[config.mk]
export PLATFORM = sky130hd
export DESIGN_NAME = processor_status_flags
export DESIGN_NICKNAME = d
export VERILOG_FILES = /design/src/verilog/flags_pkg.sv /design/src/verilog/processor_status_flags.sv
export SDC_FILE = /design/constraint.sdc
export NUM_CORES = 1
export LEC_CHECK = 0
export BUFFER_PORTS_ARGS = -buffer_cell sky130_fd_sc_hd__buf_2
export CORE_MARGIN = 1.5
export CORE_UTILIZATION = 46
export CTS_CLUSTER_DIAMETER = 80
export DETAILED_ROUTE_END_ITERATION = 7
export PLACE_DENSITY = 0.91
export SYNTH_ARGS = -nofsm -noshare
export SYNTH_HDL_FRONTEND = slang
export SYNTH_SLANG_ARGS = --single-unit
[constraint.sdc]
create_clock -name i_clk_sys -period 1.8 [get_ports i_clk_sys]
set_clock_uncertainty 0.05 [all_clocks]
set_input_delay 0.09 -clock i_clk_sys [delete_from_list [all_inputs] [get_ports i_clk_sys]]
set_output_delay 0.09 -clock i_clk_sys [all_outputs]
set_load 0.05 [all_outputs]
[src/verilog/flags_pkg.sv]
// constants, enumerations and carriers for the processor status flag block
package flags_pkg;

	// status character layout (code mode, overflow, comparison pair)
	localparam int CHR_W = 4;
	localparam int CHR_CODE_POS = 3;
	localparam int CHR_OVF_POS = 2;
	localparam int CHR_CMP_LSB = 0;
	localparam logic [3:0] CHR_RST = 4'h0;

	// comparison codes
	localparam logic [1:0] CMP_NONE = 2'h0;
	localparam logic [1:0] CMP_GREATER = 2'h1;
	localparam logic [1:0] CMP_LESS = 2'h2;
	localparam logic [1:0] CMP_EQUAL = 2'h3;

	// code mode flag values
	localparam logic CODE_EBCDIC = 1'b0;
	localparam logic CODE_USASCII = 1'b1;

	// state after reset: the operating system starts in control state
	localparam logic RST_CONTROL = 1'b1;

	// register map (byte addresses)
	localparam int ADDR_W = 8;
	localparam logic [7:0] ADDR_CTRL = 8'h00;
	localparam logic [7:0] ADDR_STATUS = 8'h04;
	localparam logic [7:0] ADDR_SAVED = 8'h08;

	// control register: write-one pulses
	localparam int CTRL_POST_POS = 0;
	localparam int CTRL_CLEAR_POS = 1;

	// status register fields
	localparam int STAT_CHR_LSB = 0;
	localparam int STAT_CTL_POS = 4;
	localparam int STAT_BASE0_POS = 5;
	localparam int STAT_INTR_POS = 6;
	localparam int STAT_MODE_LSB = 8;

	// saved register fields
	localparam int SAVED_CHR_LSB = 0;
	localparam int SAVED_STACK_POS = 4;

	localparam logic [1:0] RESP_OKAY = 2'h0;
	localparam logic [1:0] RESP_SLVERR = 2'h2;

	typedef enum logic [1:0] {
		MODE_CTL_ZERO,
		MODE_CTL_NONZERO,
		MODE_NRM_ZERO,
		MODE_NRM_NONZERO
	} mode_e;

	typedef enum logic [4:0] {
		OP_OTHER, OP_ARITH, OP_MULT, OP_FLOAT, OP_COMPARE, OP_MOVE_NUM,
		OP_MOVE_ALPHA, OP_MOVE_REPEAT, OP_TRANSLATE, OP_BIT_TEST, OP_LOGICAL,
		OP_SCAN, OP_SCAN_DELIM, OP_EDIT, OP_SCAN_RESULT, OP_SEARCH,
		OP_BRANCH_COND, OP_BRANCH_OVF, OP_SET_MODE, OP_BR_COMM, OP_BR_REINST,
		OP_ENTER, OP_EXIT, OP_PRIV
	} op_e;

	// one completed instruction from the sequencer
	typedef struct packed {
		logic valid;
		op_e kind;
		logic ovf;
		logic exp_ovf;
		logic [1:0] cmp;
		logic mode_val;
		logic [3:0] char_in;
	} op_s;

	// answer to the sequencer, one cycle after the instruction
	typedef struct packed {
		logic valid;
		logic inhibit;
		logic priv_reject;
		logic code_apply;
		logic code_ascii;
		logic save;
		logic save_stack;
		logic [3:0] save_char;
		logic take_intr;
	} resp_s;

endpackage : flags_pkg

[src/verilog/processor_status_flags.sv]
// processor state, condition flags and status character save and restore
//
// Behaviour
// RULE_01: one of four state and base modes
// RULE_02: control state holds off interrupt branch
// RULE_03: normal state lets interrupt branch happen
// RULE_04: privileged instructions rejected unless base zero
// RULE_05: overflow completes, inhibits data, sets flag
// RULE_06: overflow sticky across operations
// RULE_07: only listed movers and arithmetic set overflow
// RULE_08: floating exponent out of range sets overflow
// RULE_09: branch on overflow resets the flag
// RULE_10: comparison codes none, greater, less, equal
// RULE_11: only listed instructions write comparison, shown on console
// RULE_12: conditional branches keep comparison bits
// RULE_13: code flag clear EBCDIC, set USASCII
// RULE_14: set mode instruction writes code flag
// RULE_15: listed instructions follow the code flag
// RULE_16: character packs code, overflow, comparison pair
// RULE_17: communicate or interrupt branch saves, clears, enters control
// RULE_18: reinstate restores flags from reserved character
// RULE_19: enter saves flags to stack, clears overflow; no stack save when the enter is followed by an interrupt branch
// RULE_20: exit restores flags from stack character
// RULE_21: pending interrupt at normal completion branches
// RULE_22: state flag changes only by those branches
// RULE_23: reset clears all three flags
//
// Decided for this implementation: the register offsets and the AXI4-Lite register port.
`timescale 1ns/100ps

module processor_status_flags (
	input wire logic i_clk_sys,
	input wire logic i_resetn,
	// sequencer side
	input wire flags_pkg::op_s i_op,
	input wire logic i_base_zero,
	input wire logic i_io_complete,
	output flags_pkg::resp_s o_resp,
	output flags_pkg::mode_e o_mode,
	output logic o_control_state,
	output logic o_priv_ok,
	output logic o_intr_pending,
	output logic o_overflow,
	output logic [1:0] o_cmp,
	output logic o_code_ascii,
	// axi4-lite slave
	input wire logic i_awvalid,
	output logic o_awready,
	input wire logic [flags_pkg::ADDR_W-1:0] i_awaddr,
	input wire logic i_wvalid,
	output logic o_wready,
	input wire logic [31:0] i_wdata,
	input wire logic [3:0] i_wstrb,
	output logic o_bvalid,
	input wire logic i_bready,
	output logic [1:0] o_bresp,
	input wire logic i_arvalid,
	output logic o_arready,
	input wire logic [flags_pkg::ADDR_W-1:0] i_araddr,
	output logic o_rvalid,
	input wire logic i_rready,
	output logic [31:0] o_rdata,
	output logic [1:0] o_rresp
);

	typedef struct packed {
		logic control_st;
		logic overflow;
		logic [1:0] cmp;
		logic code;
		logic intr;
		flags_pkg::mode_e mode;
		logic priv_ok;
		flags_pkg::resp_s resp;
		logic [3:0] saved_char;
		logic saved_stack;
		logic awready;
		logic wready;
		logic aw_got;
		logic [flags_pkg::ADDR_W-1:0] aw_addr;
		logic w_got;
		logic [31:0] w_data;
		logic [3:0] w_strb;
		logic bvalid;
		logic [1:0] bresp;
		logic arready;
		logic rvalid;
		logic [31:0] rdata;
		logic [1:0] rresp;
	} state_s;

	state_s st_ff;
	state_s nxt_st;

	function automatic logic can_overflow(input flags_pkg::op_e k);
		can_overflow = (k == flags_pkg::OP_ARITH) || (k == flags_pkg::OP_FLOAT) ||
			(k == flags_pkg::OP_MOVE_NUM) || (k == flags_pkg::OP_MOVE_ALPHA);
	endfunction : can_overflow

	function automatic logic writes_cmp(input flags_pkg::op_e k);
		case (k)
			flags_pkg::OP_ARITH, flags_pkg::OP_MULT, flags_pkg::OP_FLOAT,
			flags_pkg::OP_COMPARE, flags_pkg::OP_MOVE_NUM, flags_pkg::OP_MOVE_ALPHA,
			flags_pkg::OP_BIT_TEST, flags_pkg::OP_LOGICAL, flags_pkg::OP_SCAN,
			flags_pkg::OP_SCAN_DELIM, flags_pkg::OP_EDIT, flags_pkg::OP_SCAN_RESULT,
			flags_pkg::OP_SEARCH: writes_cmp = 1'b1;
			default: writes_cmp = 1'b0; // [RULE_12]
		endcase
	endfunction : writes_cmp

	function automatic logic code_sensitive(input flags_pkg::op_e k);
		case (k)
			flags_pkg::OP_ARITH, flags_pkg::OP_MULT, flags_pkg::OP_FLOAT,
			flags_pkg::OP_MOVE_NUM, flags_pkg::OP_MOVE_ALPHA, flags_pkg::OP_MOVE_REPEAT,
			flags_pkg::OP_TRANSLATE, flags_pkg::OP_SCAN_DELIM,
			flags_pkg::OP_EDIT: code_sensitive = 1'b1;
			default: code_sensitive = 1'b0;
		endcase
	endfunction : code_sensitive

	function automatic flags_pkg::mode_e mode_of(input logic ctl, input logic base0);
		if (ctl) begin
			mode_of = base0 ? flags_pkg::MODE_CTL_ZERO : flags_pkg::MODE_CTL_NONZERO;
		end else begin
			mode_of = base0 ? flags_pkg::MODE_NRM_ZERO : flags_pkg::MODE_NRM_NONZERO;
		end
	endfunction : mode_of

	function automatic logic [3:0] pack_char(input logic cd, input logic ov,
		input logic [1:0] cm);
		pack_char = '0;
		pack_char[flags_pkg::CHR_CODE_POS] = cd;
		pack_char[flags_pkg::CHR_OVF_POS] = ov;
		pack_char[flags_pkg::CHR_CMP_LSB +: 2] = cm;
	endfunction : pack_char

	function automatic logic known_addr(input logic [flags_pkg::ADDR_W-1:0] a);
		known_addr = (a == flags_pkg::ADDR_CTRL) || (a == flags_pkg::ADDR_STATUS) ||
			(a == flags_pkg::ADDR_SAVED);
	endfunction : known_addr

	always_comb begin
		logic sw_post;
		logic sw_clear;
		logic intr_clr;
		logic ov;
		logic cd;
		logic ctl;
		logic [1:0] cm;
		logic [31:0] rd;
		sw_post = 1'b0;
		sw_clear = 1'b0;
		intr_clr = 1'b0;
		rd = '0;
		nxt_st = st_ff;
		nxt_st.resp = '0;
		ov = st_ff.overflow;
		cd = st_ff.code;
		ctl = st_ff.control_st;
		cm = st_ff.cmp;

		// write channel: address and data taken in either order
		if (st_ff.bvalid && i_bready) begin
			nxt_st.bvalid = 1'b0;
		end
		if (i_awvalid && st_ff.awready) begin
			nxt_st.aw_got = 1'b1;
			nxt_st.aw_addr = i_awaddr;
		end
		if (i_wvalid && st_ff.wready) begin
			nxt_st.w_got = 1'b1;
			nxt_st.w_data = i_wdata;
			nxt_st.w_strb = i_wstrb;
		end
		if (nxt_st.aw_got && nxt_st.w_got && !nxt_st.bvalid) begin
			nxt_st.aw_got = 1'b0;
			nxt_st.w_got = 1'b0;
			nxt_st.bvalid = 1'b1;
			nxt_st.bresp = known_addr(nxt_st.aw_addr) ? flags_pkg::RESP_OKAY :
				flags_pkg::RESP_SLVERR;
			if (nxt_st.aw_addr == flags_pkg::ADDR_CTRL && nxt_st.w_strb[0]) begin
				sw_post = nxt_st.w_data[flags_pkg::CTRL_POST_POS];
				sw_clear = nxt_st.w_data[flags_pkg::CTRL_CLEAR_POS];
			end
		end
		nxt_st.awready = !nxt_st.aw_got && !nxt_st.bvalid;
		nxt_st.wready = !nxt_st.w_got && !nxt_st.bvalid;

		// read channel: one read at a time, answered the cycle after acceptance
		if (st_ff.rvalid && i_rready) begin
			nxt_st.rvalid = 1'b0;
		end
		if (i_arvalid && st_ff.arready) begin
			case (i_araddr)
				flags_pkg::ADDR_STATUS: begin
					rd[flags_pkg::STAT_CHR_LSB +: 4] = pack_char(st_ff.code, st_ff.overflow,
						st_ff.cmp);
					rd[flags_pkg::STAT_CTL_POS] = st_ff.control_st;
					rd[flags_pkg::STAT_BASE0_POS] = i_base_zero;
					rd[flags_pkg::STAT_INTR_POS] = st_ff.intr;
					rd[flags_pkg::STAT_MODE_LSB +: 2] = st_ff.mode;
				end
				flags_pkg::ADDR_SAVED: begin
					rd[flags_pkg::SAVED_CHR_LSB +: 4] = st_ff.saved_char;
					rd[flags_pkg::SAVED_STACK_POS] = st_ff.saved_stack;
				end
				default: rd = '0;
			endcase
			nxt_st.rvalid = 1'b1;
			nxt_st.rdata = rd;
			nxt_st.rresp = known_addr(i_araddr) ? flags_pkg::RESP_OKAY :
				flags_pkg::RESP_SLVERR;
		end
		nxt_st.arready = !nxt_st.rvalid;

		// instruction completion
		if (i_op.valid) begin
			nxt_st.resp.valid = 1'b1;
			// the instruction uses the coding in force when it started
			nxt_st.resp.code_apply = code_sensitive(i_op.kind); // [RULE_15]
			nxt_st.resp.code_ascii = st_ff.code; // [RULE_13]
			if (can_overflow(i_op.kind) && (i_op.ovf ||
				(i_op.kind == flags_pkg::OP_FLOAT && i_op.exp_ovf))) begin // [RULE_07] [RULE_08]
				// never cleared here: prior overflow survives the new operation
				ov = 1'b1; // [RULE_05] [RULE_06]
				nxt_st.resp.inhibit = 1'b1; // [RULE_05]
			end
			if (writes_cmp(i_op.kind)) begin
				cm = i_op.cmp; // [RULE_10] [RULE_11]
			end
			case (i_op.kind)
				flags_pkg::OP_PRIV: begin
					nxt_st.resp.priv_reject = !i_base_zero; // [RULE_04]
				end
				flags_pkg::OP_BRANCH_OVF: begin
					ov = 1'b0; // [RULE_09]
				end
				flags_pkg::OP_SET_MODE: begin
					cd = i_op.mode_val; // [RULE_14]
				end
				flags_pkg::OP_BR_COMM: begin
					nxt_st.resp.save = 1'b1; // [RULE_17]
					nxt_st.resp.save_char = pack_char(cd, ov, cm); // [RULE_16]
					ov = 1'b0;
					cm = flags_pkg::CMP_NONE;
					cd = flags_pkg::CODE_EBCDIC;
					ctl = 1'b1; // [RULE_22]
				end
				flags_pkg::OP_BR_REINST: begin
					ov = i_op.char_in[flags_pkg::CHR_OVF_POS]; // [RULE_18]
					cm = i_op.char_in[flags_pkg::CHR_CMP_LSB +: 2];
					cd = i_op.char_in[flags_pkg::CHR_CODE_POS];
					ctl = 1'b0; // [RULE_22]
				end
				flags_pkg::OP_ENTER: begin
					nxt_st.resp.save = 1'b1; // [RULE_19]
					nxt_st.resp.save_stack = 1'b1;
					nxt_st.resp.save_char = pack_char(cd, ov, cm); // [RULE_16]
					ov = 1'b0;
				end
				flags_pkg::OP_EXIT: begin
					ov = i_op.char_in[flags_pkg::CHR_OVF_POS]; // [RULE_20]
					cm = i_op.char_in[flags_pkg::CHR_CMP_LSB +: 2];
					cd = i_op.char_in[flags_pkg::CHR_CODE_POS];
				end
				flags_pkg::OP_SCAN_RESULT: begin
					intr_clr = 1'b1;
				end
				default: begin
				end
			endcase
			// automatic branch only from normal state, after the instruction's own effects
			if (!st_ff.control_st && st_ff.intr &&
				i_op.kind != flags_pkg::OP_BR_COMM) begin // [RULE_02] [RULE_03] [RULE_21]
				nxt_st.resp.take_intr = 1'b1;
				nxt_st.resp.save = 1'b1; // [RULE_17]
				nxt_st.resp.save_stack = 1'b0;
				nxt_st.resp.save_char = pack_char(cd, ov, cm);
				ov = 1'b0;
				cm = flags_pkg::CMP_NONE;
				cd = flags_pkg::CODE_EBCDIC;
				ctl = 1'b1; // [RULE_22]
			end
		end

		// a new interrupt wins over a clear in the same cycle
		nxt_st.intr = (st_ff.intr && !(intr_clr || sw_clear)) || i_io_complete || sw_post;
		nxt_st.overflow = ov;
		nxt_st.cmp = cm;
		nxt_st.code = cd;
		nxt_st.control_st = ctl;
		nxt_st.mode = mode_of(ctl, i_base_zero); // [RULE_01]
		nxt_st.priv_ok = i_base_zero; // [RULE_04]
		if (nxt_st.resp.save) begin
			nxt_st.saved_char = nxt_st.resp.save_char;
			nxt_st.saved_stack = nxt_st.resp.save_stack;
		end
	end

	always_ff @(posedge i_clk_sys) begin
		if (!i_resetn) begin
			st_ff <= '0; // [RULE_23]
			st_ff.control_st <= flags_pkg::RST_CONTROL;
		end else begin
			st_ff <= nxt_st;
		end
	end

	assign o_resp = st_ff.resp;
	assign o_mode = st_ff.mode;
	assign o_control_state = st_ff.control_st;
	assign o_priv_ok = st_ff.priv_ok;
	assign o_intr_pending = st_ff.intr;
	assign o_overflow = st_ff.overflow;
	assign o_cmp = st_ff.cmp; // [RULE_11]
	assign o_code_ascii = st_ff.code;
	assign o_awready = st_ff.awready;
	assign o_wready = st_ff.wready;
	assign o_bvalid = st_ff.bvalid;
	assign o_bresp = st_ff.bresp;
	assign o_arready = st_ff.arready;
	assign o_rvalid = st_ff.rvalid;
	assign o_rdata = st_ff.rdata;
	assign o_rresp = st_ff.rresp;
endmodule : processor_status_flags
* After elaboration in Yosys (flattened, before gate mapping)
Memories as Yosys holds them, arrays and structs flattened.
Index checks and enable logic that the tools add are counted.
** Operators by class
- Reduce and logical (&&, ||, !) cells :: 42
- Mux-type cells :: 43
- Bitwise operators :: 2
- Equal/unequal tests :: 17
** Operator list (count)
- two-way mux 37 bit :: 1
- equality test 5 bit, second input constant :: 7
- two-way mux 35 bit :: 1
- two-way mux 1 bit :: 24
- equality test 8 x 3 -> 1 bit, second input constant :: 2
- equality test 8 x 4 -> 1 bit, second input constant :: 2
- zero test 8 bit :: 2
- logical AND 1 bit :: 15
- two-way mux 2 bit :: 7
- two-way mux 12 bit :: 1
- logical OR 1 bit :: 11
- equality test 5 x 3 -> 1 bit, second input constant :: 2
- one-hot mux 5 bit (2 select lines) :: 1
- two-way mux 9 bit :: 1
- zero test 1 bit :: 8
- two-way mux 7 bit :: 1
- OR reduction 3 bit :: 2
- equality test 5 x 1 -> 1 bit, second input constant :: 1
- equality test 5 x 2 -> 1 bit, second input constant :: 1
- equality test 5 x 4 -> 1 bit, second input constant :: 1
- != test 5 bit, second input constant :: 1
- two-way mux 4 bit :: 1
- one-hot mux 1 bit (2 select lines) :: 2
- one-hot mux 2 bit (2 select lines) :: 1
- 6 further kinds :: 8
** Word-level totals
- Memory bits (read-only) :: 32
- Logic and storage cells :: 139
- Flip-flop bits (word level) :: 90
- Output and inout port bits :: 62
- Input bits :: 76
- Memories kept :: 2
** Memories
- (no name shown) :: depth 16, bits a word 1, read ports 1, clocked after Yosys merged registers in 0, write ports 0, RTL line processor_status_flags.sv:112 : case (k)
- (no name shown) :: depth 16, bits a word 1, read ports 1, clocked after Yosys merged registers in 0, write ports 0, RTL line processor_status_flags.sv:101 : case (k)

* Depth between registers and ports, before layout
Gate-level depths: netlist (run 1).
- Word-level depth :: 11
- Depth in mapped cells :: 7
- Depth with buffers taken out :: 5

* Least setup slack after synthesis (run 1)
No wires, ideal clock.
- Kind :: register to register
- From :: reg st_ff, in the netlist o_wready
- To :: reg st_ff, in the netlist o_intr_pending
- Clock period less this slack :: 1.970 ns
- Stages on the path, launching flop included :: 6
- Arrival time :: 1.798 ns
- Data required time :: 1.628 ns
- Path buffers :: 0
- Path slack :: -0.170 ns
- Setup time :: 0.122 ns
- Cells stage by stage :: dfxtp_1 -> a21oi_1 -> nand2b_1 -> a21o_1 -> or3_1 -> a221o_1
** On the way
- Word-level cells in the longest chain between the ends :: 10
- Elaborated cells on any way between the ends :: 14
- Those cells by class :: 5 x mux; 9 x reduce/logical
** RTL lines
- start: declaration :: RTL line processor_status_flags.sv:92 : state_s st_ff;
- start signal: assignment :: RTL line processor_status_flags.sv:305 : st_ff <= nxt_st;
- logical AND 1 bit * :: RTL line processor_status_flags.sv:170 : if (i_wvalid && st_ff.wready) begin
- two-way mux 37 bit * :: RTL line processor_status_flags.sv:170
- logical AND 1 bit, on equally long branches :: RTL line processor_status_flags.sv:181, processor_status_flags.sv:175
- two-way mux 1 bit or logical AND 1 bit (tied branches) :: RTL line processor_status_flags.sv:181, processor_status_flags.sv:175
- two-way mux 1 bit :: RTL line processor_status_flags.sv:175 : if (nxt_st.aw_got && nxt_st.w_got && !nxt_st.bvalid) begin
- logical OR 1 bit :: RTL line processor_status_flags.sv:287 : nxt_st.intr = (st_ff.intr && !(intr_clr || sw_clear)) || i_io_complete || sw_post;
- zero test 1 bit :: RTL line processor_status_flags.sv:287
- logical AND 1 bit :: RTL line processor_status_flags.sv:287
- logical OR 1 bit :: RTL line processor_status_flags.sv:287
- logical OR 1 bit * :: RTL line processor_status_flags.sv:287
Every way passes the cells marked *; elsewhere a longest branch is shown, timed or not.
A chain may end at the register's enable or synchronous reset.

* Worst setup path in the final report (run 1)
- From :: reg st_ff[77] in the netlist's numbering
- To :: reg st_ff, in the netlist o_intr_pending
** On the way
- Word-level cells in the longest chain between the ends :: 10
- Elaborated cells on any way between the ends :: 12
- Those cells by class :: 5 x mux; 7 x reduce/logical
** RTL lines
- two-way mux 9 bit * :: RTL line processor_status_flags.sv:166 : if (i_awvalid && st_ff.awready) begin
- zero test 8 bit * :: RTL line processor_status_flags.sv:181 : if (nxt_st.aw_addr == flags_pkg::ADDR_CTRL && nxt_st.w_strb[0]) begin
- logical AND 1 bit * :: RTL line processor_status_flags.sv:181
- two-way mux 1 bit :: RTL line processor_status_flags.sv:181
- two-way mux 1 bit :: RTL line processor_status_flags.sv:175
- logical OR 1 bit :: RTL line processor_status_flags.sv:287
- zero test 1 bit :: RTL line processor_status_flags.sv:287
- logical AND 1 bit :: RTL line processor_status_flags.sv:287
- logical OR 1 bit :: RTL line processor_status_flags.sv:287
- logical OR 1 bit * :: RTL line processor_status_flags.sv:287
Marks and branches as above.

==> impl_metrics.json, run 1 <==
{
  "synth_top_cell_by_area": "dfxtp_1",
  "fill_cells": 490,
  "ys_seq_elements": 55,
  "critPathLaunchType": "flip-flop",
  "cp-end-kind": "flip-flop",
  "status": "finished, final reports clean",
  "grt_max_degree": 27,
  "fmax_ghz": 0.583,
  "yosysWarnings": 0,
  "peakVddDrop_mv": 0.508,
  "hold_slack_ps": 4.17,
  "mostFrequentLayoutCells": "78 x buf_2, 53 x dfxtp_1, 35 x nand2_1",
  "r2r_start": "st_ff[77]",
  "routed_wl_um": 6270,
  "drtIter0Drc": 121,
  "clk_path_buf_depth": 2,
  "die_x_um": 80.2,
  "fin_area_um2": 3230,
  "drc": 0,
  "min_path_cells": 3,
  "min_period_ps": 1720,
  "drive_gt1_share_pct": 27.7,
  "worstHoldPathType": "primary input to flip-flop",
  "arrival_ps": 1870,
  "synthCells": 323,
  "synth_area_leaders": "dfxtp_1 40%, buf_4 14%, nand2_1 4.8%",
  "io_pins": 138,
  "rows": 27,
  "fin_setup_tns_ps": 0,
  "area_growth_syn_to_layout_pct": 17.7,
  "drt_pass1_iterations": 5,
  "leakagePower_nw": 1.45,
  "rsz0062_at_grt": "false",
  "p_total_w": 0.00276,
  "grt_pass1_wl_um": 10000,
  "cts.sinks": 55,
  "ys_seq_area_share_pct": 40.1,
  "reg2regPathDepth": 5,
  "core_um2": 5640,
  "hpwl_um": 4610,
  "cp_max_fo": 3,
  "powerDensity_nw_per_um2": 854,
  "vias": 2378,
  "clk_pin_slew_ps": 100,
  "finalCritPeriodShare_pct": 95.3,
  "setup.worst_path.class": "flip-flop to flip-flop",
  "required_ps": 1960,
  "dpl_cell_area_um2": 2980,
  "cp_cell_sequence": "nor4b_2 -> nand3_1 -> a21o_1 -> or3_1 -> a221o_1",
  "synth-main-ff-cell": "dfxtp_1",
  "die_height_um": 80.2,
  "grt-ovfl-total": 0,
  "syn_avg_cell_area_um2": 8.49,
  "die-area_um2": 6430,
  "post-place-cells": 448,
  "critPathTopFamily": "simple AND/OR/NAND/NOR gates",
  "grt.total_usage_pct": 20.0,
  "startpoint": "st_ff[77]",
  "grt_pass1_vias": 2159,
  "cts_tree": "yes",
  "n_antenna_cell": 0,
  "synth_edf_count": 0,
  "final_cells": 465,
  "initial_core_util_pct": 48.6,
  "routedWlPerCell_um": 13.5,
  "synthesis.area_um2": 2740,
  "via_per_inst": 5.11,
  "critPathMaxStageDelay_ps": 340,
  "cts-buffers-inserted": 5,
  "cts-root-buf": "clkbuf_8",
  "maxCapViolCount": 0,
  "nNetsFinal": 468,
  "port_buffers": 79,
  "cts_max_level": 2,
  "synthArstFlopShare_pct": 0,
  "antenna_left": 0,
  "yosys.cell_types.count": 53,
  "worstHoldStart": "i_wstrb[0]",
  "clk_latency_ps": 310,
  "slew_viol_final": 0,
  "final_common_cell": "buf_2",
  "setup_viol": 0,
  "antenna_found_initial": 0,
  "yosysTopAreaCellShare_pct": 40.1,
  "critPathBufInv": 0,
  "place_congestion": 0.913,
  "crit_slowest_cell": "or3_1",
  "path_depth": 5,
  "finalHoldViolations": 0
}
==> worst register-to-register path, stage by stage, from the launching register on <==
cell and delay [ps]:
dfxtp_1 330, nor4b_2 280, nand3_1 100, a21o_1 190, or3_1 340, a221o_1 320
==> power breakdown <==
part	switching [W]	internal (W)
clock	0.000389	0.000556
sequential	0.0000235	0.00126
combinational	0.000373	0.000156
==> cell usage after synthesis (2+ instances only) <==
library cell   n
o21ai_1        5
o31ai_1        2
and3_1         6
buf_4         52
and2_1         4
a21o_1         3
a22oi_1        9
nor4b_1        4
o22ai_1        2
a32o_1         2
nor3_1        12
nand2_1       35
nand3_1        5
nor2_1        22
nor2b_1       11
inv_1          4
a21boi_0       2
mux2i_1        5
clkbuf_1       8
nand3b_1       2
a21oi_1       20
buf_2          3
nor3b_1        3
o21ai_0        5
dfxtp_1       55
nor4_1         4
a31oi_1        2
nand2b_1      11
==> layout make-up <==
cell class | instances | area [um2] | area share (%)
Sequential cell | 55 | 1100 | 34.2
Clock buffer | 6 | 72.6 | 2.25
Timing Repair Buffer | 102 | 596 | 18.4
Clock inverter | 2 | 60.1 | 1.86
Tap cell | 72 | 90.1 | 2.79
Multi-Input combinational cell | 223 | 1290 | 39.9
Inverter | 5 | 18.8 | 0.581
==> metal layers <==
| metal | share of wire [%] | up-vias | track usage [%] |
|---|---|---|---|
| li1 | - | 1185 | - |
| met1 | 40 | 1070 | 23.8 |
| met2 | 50 | 115 | 34.5 |
| met3 | 7.5 | 8 | 4.32 |
| met4 | 1.8 | 0 | 8.79 |
| met5 | 0 | - | 0 |
==> what timing repair did <==
item                                    4_1_cts  5_1_grt
gates resized for setup                       0        3
hold buffers                                 10        0
endpoints found under the hold margin        11        0
endpoints found under the setup margin        0        1
setup buffers                                 0        0
==> final timing paths <==
path                    endpoint  slack (ps)
setup / recovery  o_intr_pending          80
hold / removal         st_ff[39]           4
setup reg to reg  o_intr_pending          80
hold reg to reg        st_ff[82]         410
==> through the flow <==
stage	setup WS [ps]	util (%)
after detailed placement	11.5	52.8
final	84.9	57.2
after global placement	63.9	52.8
after floorplan	23.2	-
after CTS	6.83	56.9
after global routing	2.30	57.2
==> kinds of logic (layout without fill, tap and decap cells) <==
kind of cell / Yosys count / in the layout / synth area share [%]
buf+inv: 69 / 115 / 17.0
xor+xnor: 1 / 1 / 0.319
compound gates: 68 / 68 / 17.2
flops: 55 / 55 / 40.1
other cells: 1 / 25 / 0.137
simple gates: 124 / 124 / 23.4
mux: 5 / 5 / 1.82
==> state kept, by name, summed over array words and instances (netlist names) <==
signal / count
o_arready: 1
o_awready: 1
o_bresp: 1
o_bvalid: 1
o_cmp: 2
o_code_ascii: 1
o_control_state: 1
o_intr_pending: 1
o_mode: 2
o_overflow: 1
o_priv_ok: 1
o_rdata: 9
o_resp: 12
o_rresp: 1
o_rvalid: 1
o_wready: 1
st_ff: 18
Power figures use the tool's default switching activity.
==> inputs of run 2 (changes only) <==
ABC_AREA = 1   (was unset)
CORE_UTILIZATION = 47   (was 46)
==> run 2 against run 1 <==
Power decreased by 2.4%. Critical endpoint unchanged. Sequential power increased by 3%. Clock-buffer cell count decreased by 1. Final area decreased by 1.4%. Worst hold slack improved by 5.4 ps. Routed wire length decreased by 3.5%. Global-route usage decreased by 1.5 points.
==> impl_metrics.json, run 2 <==
{
  "status": "finished, final reports clean",
  "powerDensity_nw_per_um2": 846,
  "die_height_um": 81.6,
  "synth_top_cell_by_area": "dfxtp_1",
  "routedWlPerCell_um": 11.2,
  "leakagePower_nw": 1.68,
  "clk_pin_slew_ps": 100,
  "largest_register_ffs": 18,
  "drc": 0,
  "synth_edf_count": 0,
  "synth_top_family_by_area": "simple AND/OR/NAND/NOR gates",
  "yosys.area_share.simple_pct": 30.4,
  "yosysWarnings": 0,
  "synth_area_leaders": "dfxtp_1 38%, buf_4 14%, nand2_1 11%",
  "finalCritPeriodShare_pct": 88.6,
  "place_congestion": 0.892,
  "cp_max_fo": 12,
  "hpwl_um": 4660,
  "nNetsFinal": 539,
  "cts-root-buf": "clkbuf_8",
  "synthXorXnorAreaFrac_pct": 0,
  "grt.total_usage_pct": 18.5,
  "core_um2": 5960,
  "grt-ovfl-total": 0,
  "drt_pass1_iterations": 4,
  "synth.top_cells.by_count": "88 x nand2_1, 55 x dfxtp_1, 53 x buf_4, 50 x nor2_1, 47 x inv_1",
  "final_common_cell": "nand2_1",
  "clk_path_buf_depth": 2,
  "arrival_ps": 1800,
  "rsz0062_at_grt": "false",
  "drt-met1-wl_um": 2570,
  "finalHoldViolations": 0,
  "cp-end-kind": "flip-flop",
  "yosysTopAreaCellShare_pct": 37.9,
  "relSlewSlack_pct": 64.4,
  "cts.sinks": 55,
  "fmax_ghz": 0.627,
  "die_x_um": 81.6,
  "area_growth_syn_to_layout_pct": 9.66,
  "setup_viol": 0,
  "worstHoldPathType": "primary input to flip-flop",
  "fin_util_pct": 53.4,
  "min_period_ps": 1590,
  "wl_met3_um": 432,
  "antenna_found_initial": 0,
  "vias": 2550,
  "cts_tree": "yes",
  "die-area_um2": 6650,
  "postCtsSetupBuffers": 0,
  "rows": 28,
  "grt_pass1_wl_um": 9560,
  "ys_seq_area_share_pct": 37.9,
  "synth-adder-area-share_pct": 0,
  "worst_pin_slew_ps": 533,
  "via_per_inst": 4.73,
  "yosysMostFrequentCell": "nand2_1",
  "critPathLaunchType": "flip-flop",
  "required_ps": 2010,
  "peakVddDrop_mv": 0.530,
  "dp_slack_ps": 219,
  "n_antenna_cell": 0,
  "synth_compound_area_share_pct": 9.70,
  "fin_setup_tns_ps": 0,
  "grt_max_degree": 33,
  "setup_ws_ps": 205,
  "top_register": "st_ff",
  "rrSetupSlack_ps": 210,
  "routed_wl_um": 6050,
  "synth.area.mux_share_pct": 0,
  "syn_avg_cell_area_um2": 7.09,
  "drive_gt1_share_pct": 24.6,
  "yosys.cell_types.count": 32,
  "synth-main-ff-cell": "dfxtp_1",
  "synthCells": 409,
  "grt_pass1_vias": 2225,
  "antenna_left": 0,
  "slew_viol_final": 0,
  "dr_wl_met2_um": 2950,
  "fill_cells": 620,
  "cts_max_level": 2,
  "io_pins": 138,
  "ys_seq_elements": 55,
  "mostFrequentLayoutCells": "88 x nand2_1, 79 x buf_2, 55 x dfxtp_1",
  "top_layer": "met4",
  "clk_latency_ps": 310,
  "maxCapViolCount": 0,
  "drtIter0Drc": 108,
  "setup.worst_path.class": "flip-flop to flip-flop",
  "initial_core_util_pct": 48.7,
  "port_buffers": 79,
  "synthArstFlopShare_pct": 0,
  "p_total_w": 0.00269,
  "synthesis.area_um2": 2900,
  "cts-buffers-inserted": 5
}
## run 2: changes by cell type after synthesis, sizes merged, moves of 26 or more
| cell | change |
|---|---|
| inv | +46 |
| nand2 | +57 |
| nand3 | +26 |
| nor2 | +35 |
## run 2: worst max-delay path, stage by stage, from the launching register on
cell and delay, ps:
dfxtp_1 460, nand2_2 220, nand2_1 130, nand2_1 70, inv_1 50, nand2_1 110
nor2_2 160, nand3_2 80, nand2_1 60, inv_1 40, a21oi_2 90
## run 2: per-stage QoR
| stage | hold slack [ps] | instance area (um2) | cells |
|---|---|---|---|
| global placement | 276 | 3050 | 527 |
| finish | 9.61 | 3180 | 539 |
| floorplan | 112 | 2990 | 433 |
| global route | 15.5 | 3180 | 539 |
| detailed placement | 278 | 3050 | 527 |
| CTS | 6.72 | 3180 | 539 |
## run 2: layout make-up
cell class | count | area, um2 | area share (%)
clock buffers | 5 | 68.8 | 2.16
clock inverters | 3 | 18.8 | 0.590
inverters | 50 | 190 | 5.98
multi-input cells | 266 | 1260 | 39.6
flip-flops and latches | 55 | 1100 | 34.6
well taps | 75 | 93.8 | 2.95
repair buffers | 85 | 450 | 14.2
## run 2: kinds of logic (layout without fill, tap and decap cells)
logic type,after synthesis,in the layout
simple gates,190,190
buf+inv,112,143
flops,55,55
compound gates,51,51
other cells,1,25
## run 2: per-layer routing
layer	global-route usage [%]	vias to the layer above
li1	-	1312
met1	20.6	1141
met2	33.9	86
met3	5.78	11
met4	4.92	0
met5	0	-
## run 2: final timing paths
| kind | startpoint | to | depth (start not counted) |
|---|---|---|---|
| min reg2reg | o_mode[0] | o_rdata[8] | 2 |
| min | i_awaddr[5] | st_ff[81] | 3 |
| max | o_awready | o_intr_pending | 10 |
| max reg2reg | o_awready | o_intr_pending | 10 |
## run 2: power breakdown
part | switching [W] | total [W] | internal [W]
combinational | 0.000513 | 0.000679 | 0.000166
clock | 0.000415 | 0.000690 | 0.000275
sequential | 0.0000372 | 0.00132 | 0.00128
total | 0.000965 | 0.00269 | 0.00173
## run 2: timing repair
item / CTS / global route
resized for setup: 0 / 0
setup endpoints to repair: 0 / 0
hold buffers: 4 / 0
hold endpoints to repair: 6 / 0
==> inputs of run 3 (changes only) <==
CORE_ASPECT_RATIO = 1.4   (was unset)
==> run 3 against run 2 <==
First-iteration DRC count rose by 16%. Routed wire length fell by 1.1%. Combinational power rose by 0.6%. Setup slack got worse by 19 ps. Critical path type unchanged. Largest power group unchanged.
==> impl_metrics.json, run 3 (same netlist as run 2, synthesis figures left out) <==
{
  "status": "finished, final reports clean",
  "via_per_inst": 4.76,
  "fin_setup_tns_ps": 0,
  "drc": 0,
  "rrSetupSlack_ps": 190,
  "cts_max_level": 2,
  "cp_max_fo": 12,
  "rows": 33,
  "relSlewSlack_pct": 58.7,
  "die_x_um": 69.4,
  "powerDensity_nw_per_um2": 881,
  "final_common_cell": "nand2_1",
  "nNetsFinal": 541,
  "cts_tree": "yes",
  "worst_pin_slew_ps": 616,
  "routedWlPerCell_um": 11.2,
  "finalCritPeriodShare_pct": 89.6,
  "die_height_um": 96.0,
  "drive_gt1_share_pct": 24.9,
  "critPathLaunchType": "flip-flop",
  "finalHoldViolations": 0,
  "area_growth_syn_to_layout_pct": 10.9,
  "fmax_ghz": 0.620,
  "initial_core_util_pct": 49.1,
  "cts-buffers-inserted": 5,
  "die-area_um2": 6660,
  "cts_resized": 0,
  "top_register": "st_ff",
  "cts.sinks": 55,
  "setup_viol": 0,
  "cts-root-buf": "clkbuf_8",
  "n_antenna_cell": 0,
  "arrival_ps": 1770,
  "clk_path_buf_depth": 2,
  "place_congestion": 0.884,
  "crit_slowest_cell": "dfxtp_1",
  "cp-end-kind": "flip-flop",
  "critPathTopFamily": "simple AND/OR/NAND/NOR gates",
  "mostFrequentLayoutCells": "88 x nand2_1, 79 x buf_2, 55 x dfxtp_1",
  "routed_wl_um": 5980,
  "min_period_ps": 1610,
  "worstHoldPathType": "primary input to flip-flop",
  "maxCapViolCount": 0,
  "rsz0062_at_grt": "false",
  "fin_util_pct": 54.5,
  "reg2regPathDepth": 9,
  "fill_cells": 557,
  "whs_endpoint": "o_rresp[1]",
  "cpMostUsedCell": "nand2_1",
  "grt_max_degree": 19,
  "min_path_cells": 3,
  "drt_pass1_iterations": 4,
  "peakVddDrop_mv": 0.586,
  "leakagePower_nw": 1.70,
  "clk_pin_slew_ps": 100,
  "grt.total_usage_pct": 18.6,
  "largest_register_ffs": 18,
  "r2r_start": "o_awready",
  "vias": 2554,
  "io_pins": 138,
  "critPathMaxStageDelay_ps": 460,
  "r2r_end": "o_intr_pending",
  "grt_pass1_vias": 2382,
  "antenna_found_initial": 0,
  "required_ps": 1960,
  "slew_viol_final": 0,
  "grt_pass1_wl_um": 10000,
  "grt-ovfl-total": 0,
  "setup.worst_path.class": "flip-flop to flip-flop",
  "port_buffers": 79,
  "clk_latency_ps": 310,
  "core_um2": 5900,
  "antenna_left": 0,
  "critPathBufInv": 1,
  "cp_cell_sequence": "nand2_2 -> nand2_1 -> nand2_1 -> inv_1 -> nand2_1 -> nor2_2 -> nand3_1 -> nand2_1 -> a21oi_2",
  "hpwl_um": 4790,
  "drtIter0Drc": 125,
  "worstHoldStart": "i_araddr[3]"
}
[run 3: worst register-to-register path, delay by kind of cell (launching register included)]
| kind | cells | cell delay (ps) |
|---|---|---|
| AO/OA/AOI/OAI | 1 | 50 |
| buffers and inverters | 1 | 60 |
| flip-flops | 1 | 460 |
| AND/OR/NAND/NOR | 7 | 890 |
[run 3: what timing repair did]
action / CTS / global route
hold buffers: 4 / 0
setup buffers: 0 / 0
endpoints found under the hold margin: 6 / 0
[run 3: cell type report]
type / count / area (um2) / share of cell area, %
clock buffers: 5 / 68.8 / 2.14
well taps: 70 / 87.6 / 2.72
clock inverters: 3 / 46.3 / 1.44
repair buffers: 87 / 465 / 14.5
flip-flops and latches: 55 / 1100 / 34.2
multi-input cells: 266 / 1260 / 39.1
inverters: 50 / 190 / 5.91
[run 3: worst max-delay path by stage]
stage | start | endpoint | slack [ps] | cells after the start
floorplan | o_awready | o_intr_pending | 60 | 8
global placement | o_awready | o_intr_pending | 260 | 9
detailed placement | o_awready | o_intr_pending | 220 | 9
CTS | o_awready | o_intr_pending | 180 | 9
global route | o_awready | o_intr_pending | 8 | 10
finish | o_awready | o_intr_pending | 190 | 9
[run 3: per-layer routing]
| layer | GRT usage (%) | routed length (um) | up-vias | part of all wire [%] |
|---|---|---|---|---|
| met3 | 4.50 | 373 | 19 | 6.2 |
| met5 | 0 | 0 | - | 0 |
| met2 | 36.2 | 3260 | 90 | 55 |
| met1 | 18.3 | 2150 | 1130 | 36 |
| met4 | 9.48 | 199 | 0 | 3.3 |
| li1 | - | - | 1315 | - |
[run 3: power breakdown]
group / total (W) / leakage, nW / switching [W] / internal (W)
Clock: 0.000833 / 0.0548 / 0.000413 / 0.000419
Sequential: 0.00132 / 0.449 / 0.0000351 / 0.00128
Combinational: 0.000683 / 1.20 / 0.000513 / 0.000170
Total: 0.00284 / 1.70 / 0.000962 / 0.00187
[run 3: per-stage QoR]
| stage | setup WS (ps) | power, W | cells | hold WS, ps | cell area, um2 |
|---|---|---|---|---|---|
| after floorplan | 64.7 | 0.00195 | 433 | 112 | 2990 |
| final | 187 | 0.00284 | 536 | 13.5 | 3220 |
| after global placement | 263 | 0.00201 | 524 | 270 | 3060 |
| after global routing | 8.03 | 0.00297 | 536 | 20.9 | 3220 |
| after CTS | 183 | 0.00286 | 536 | 4.83 | 3220 |
| after detailed placement | 218 | 0.00203 | 524 | 269 | 3060 |
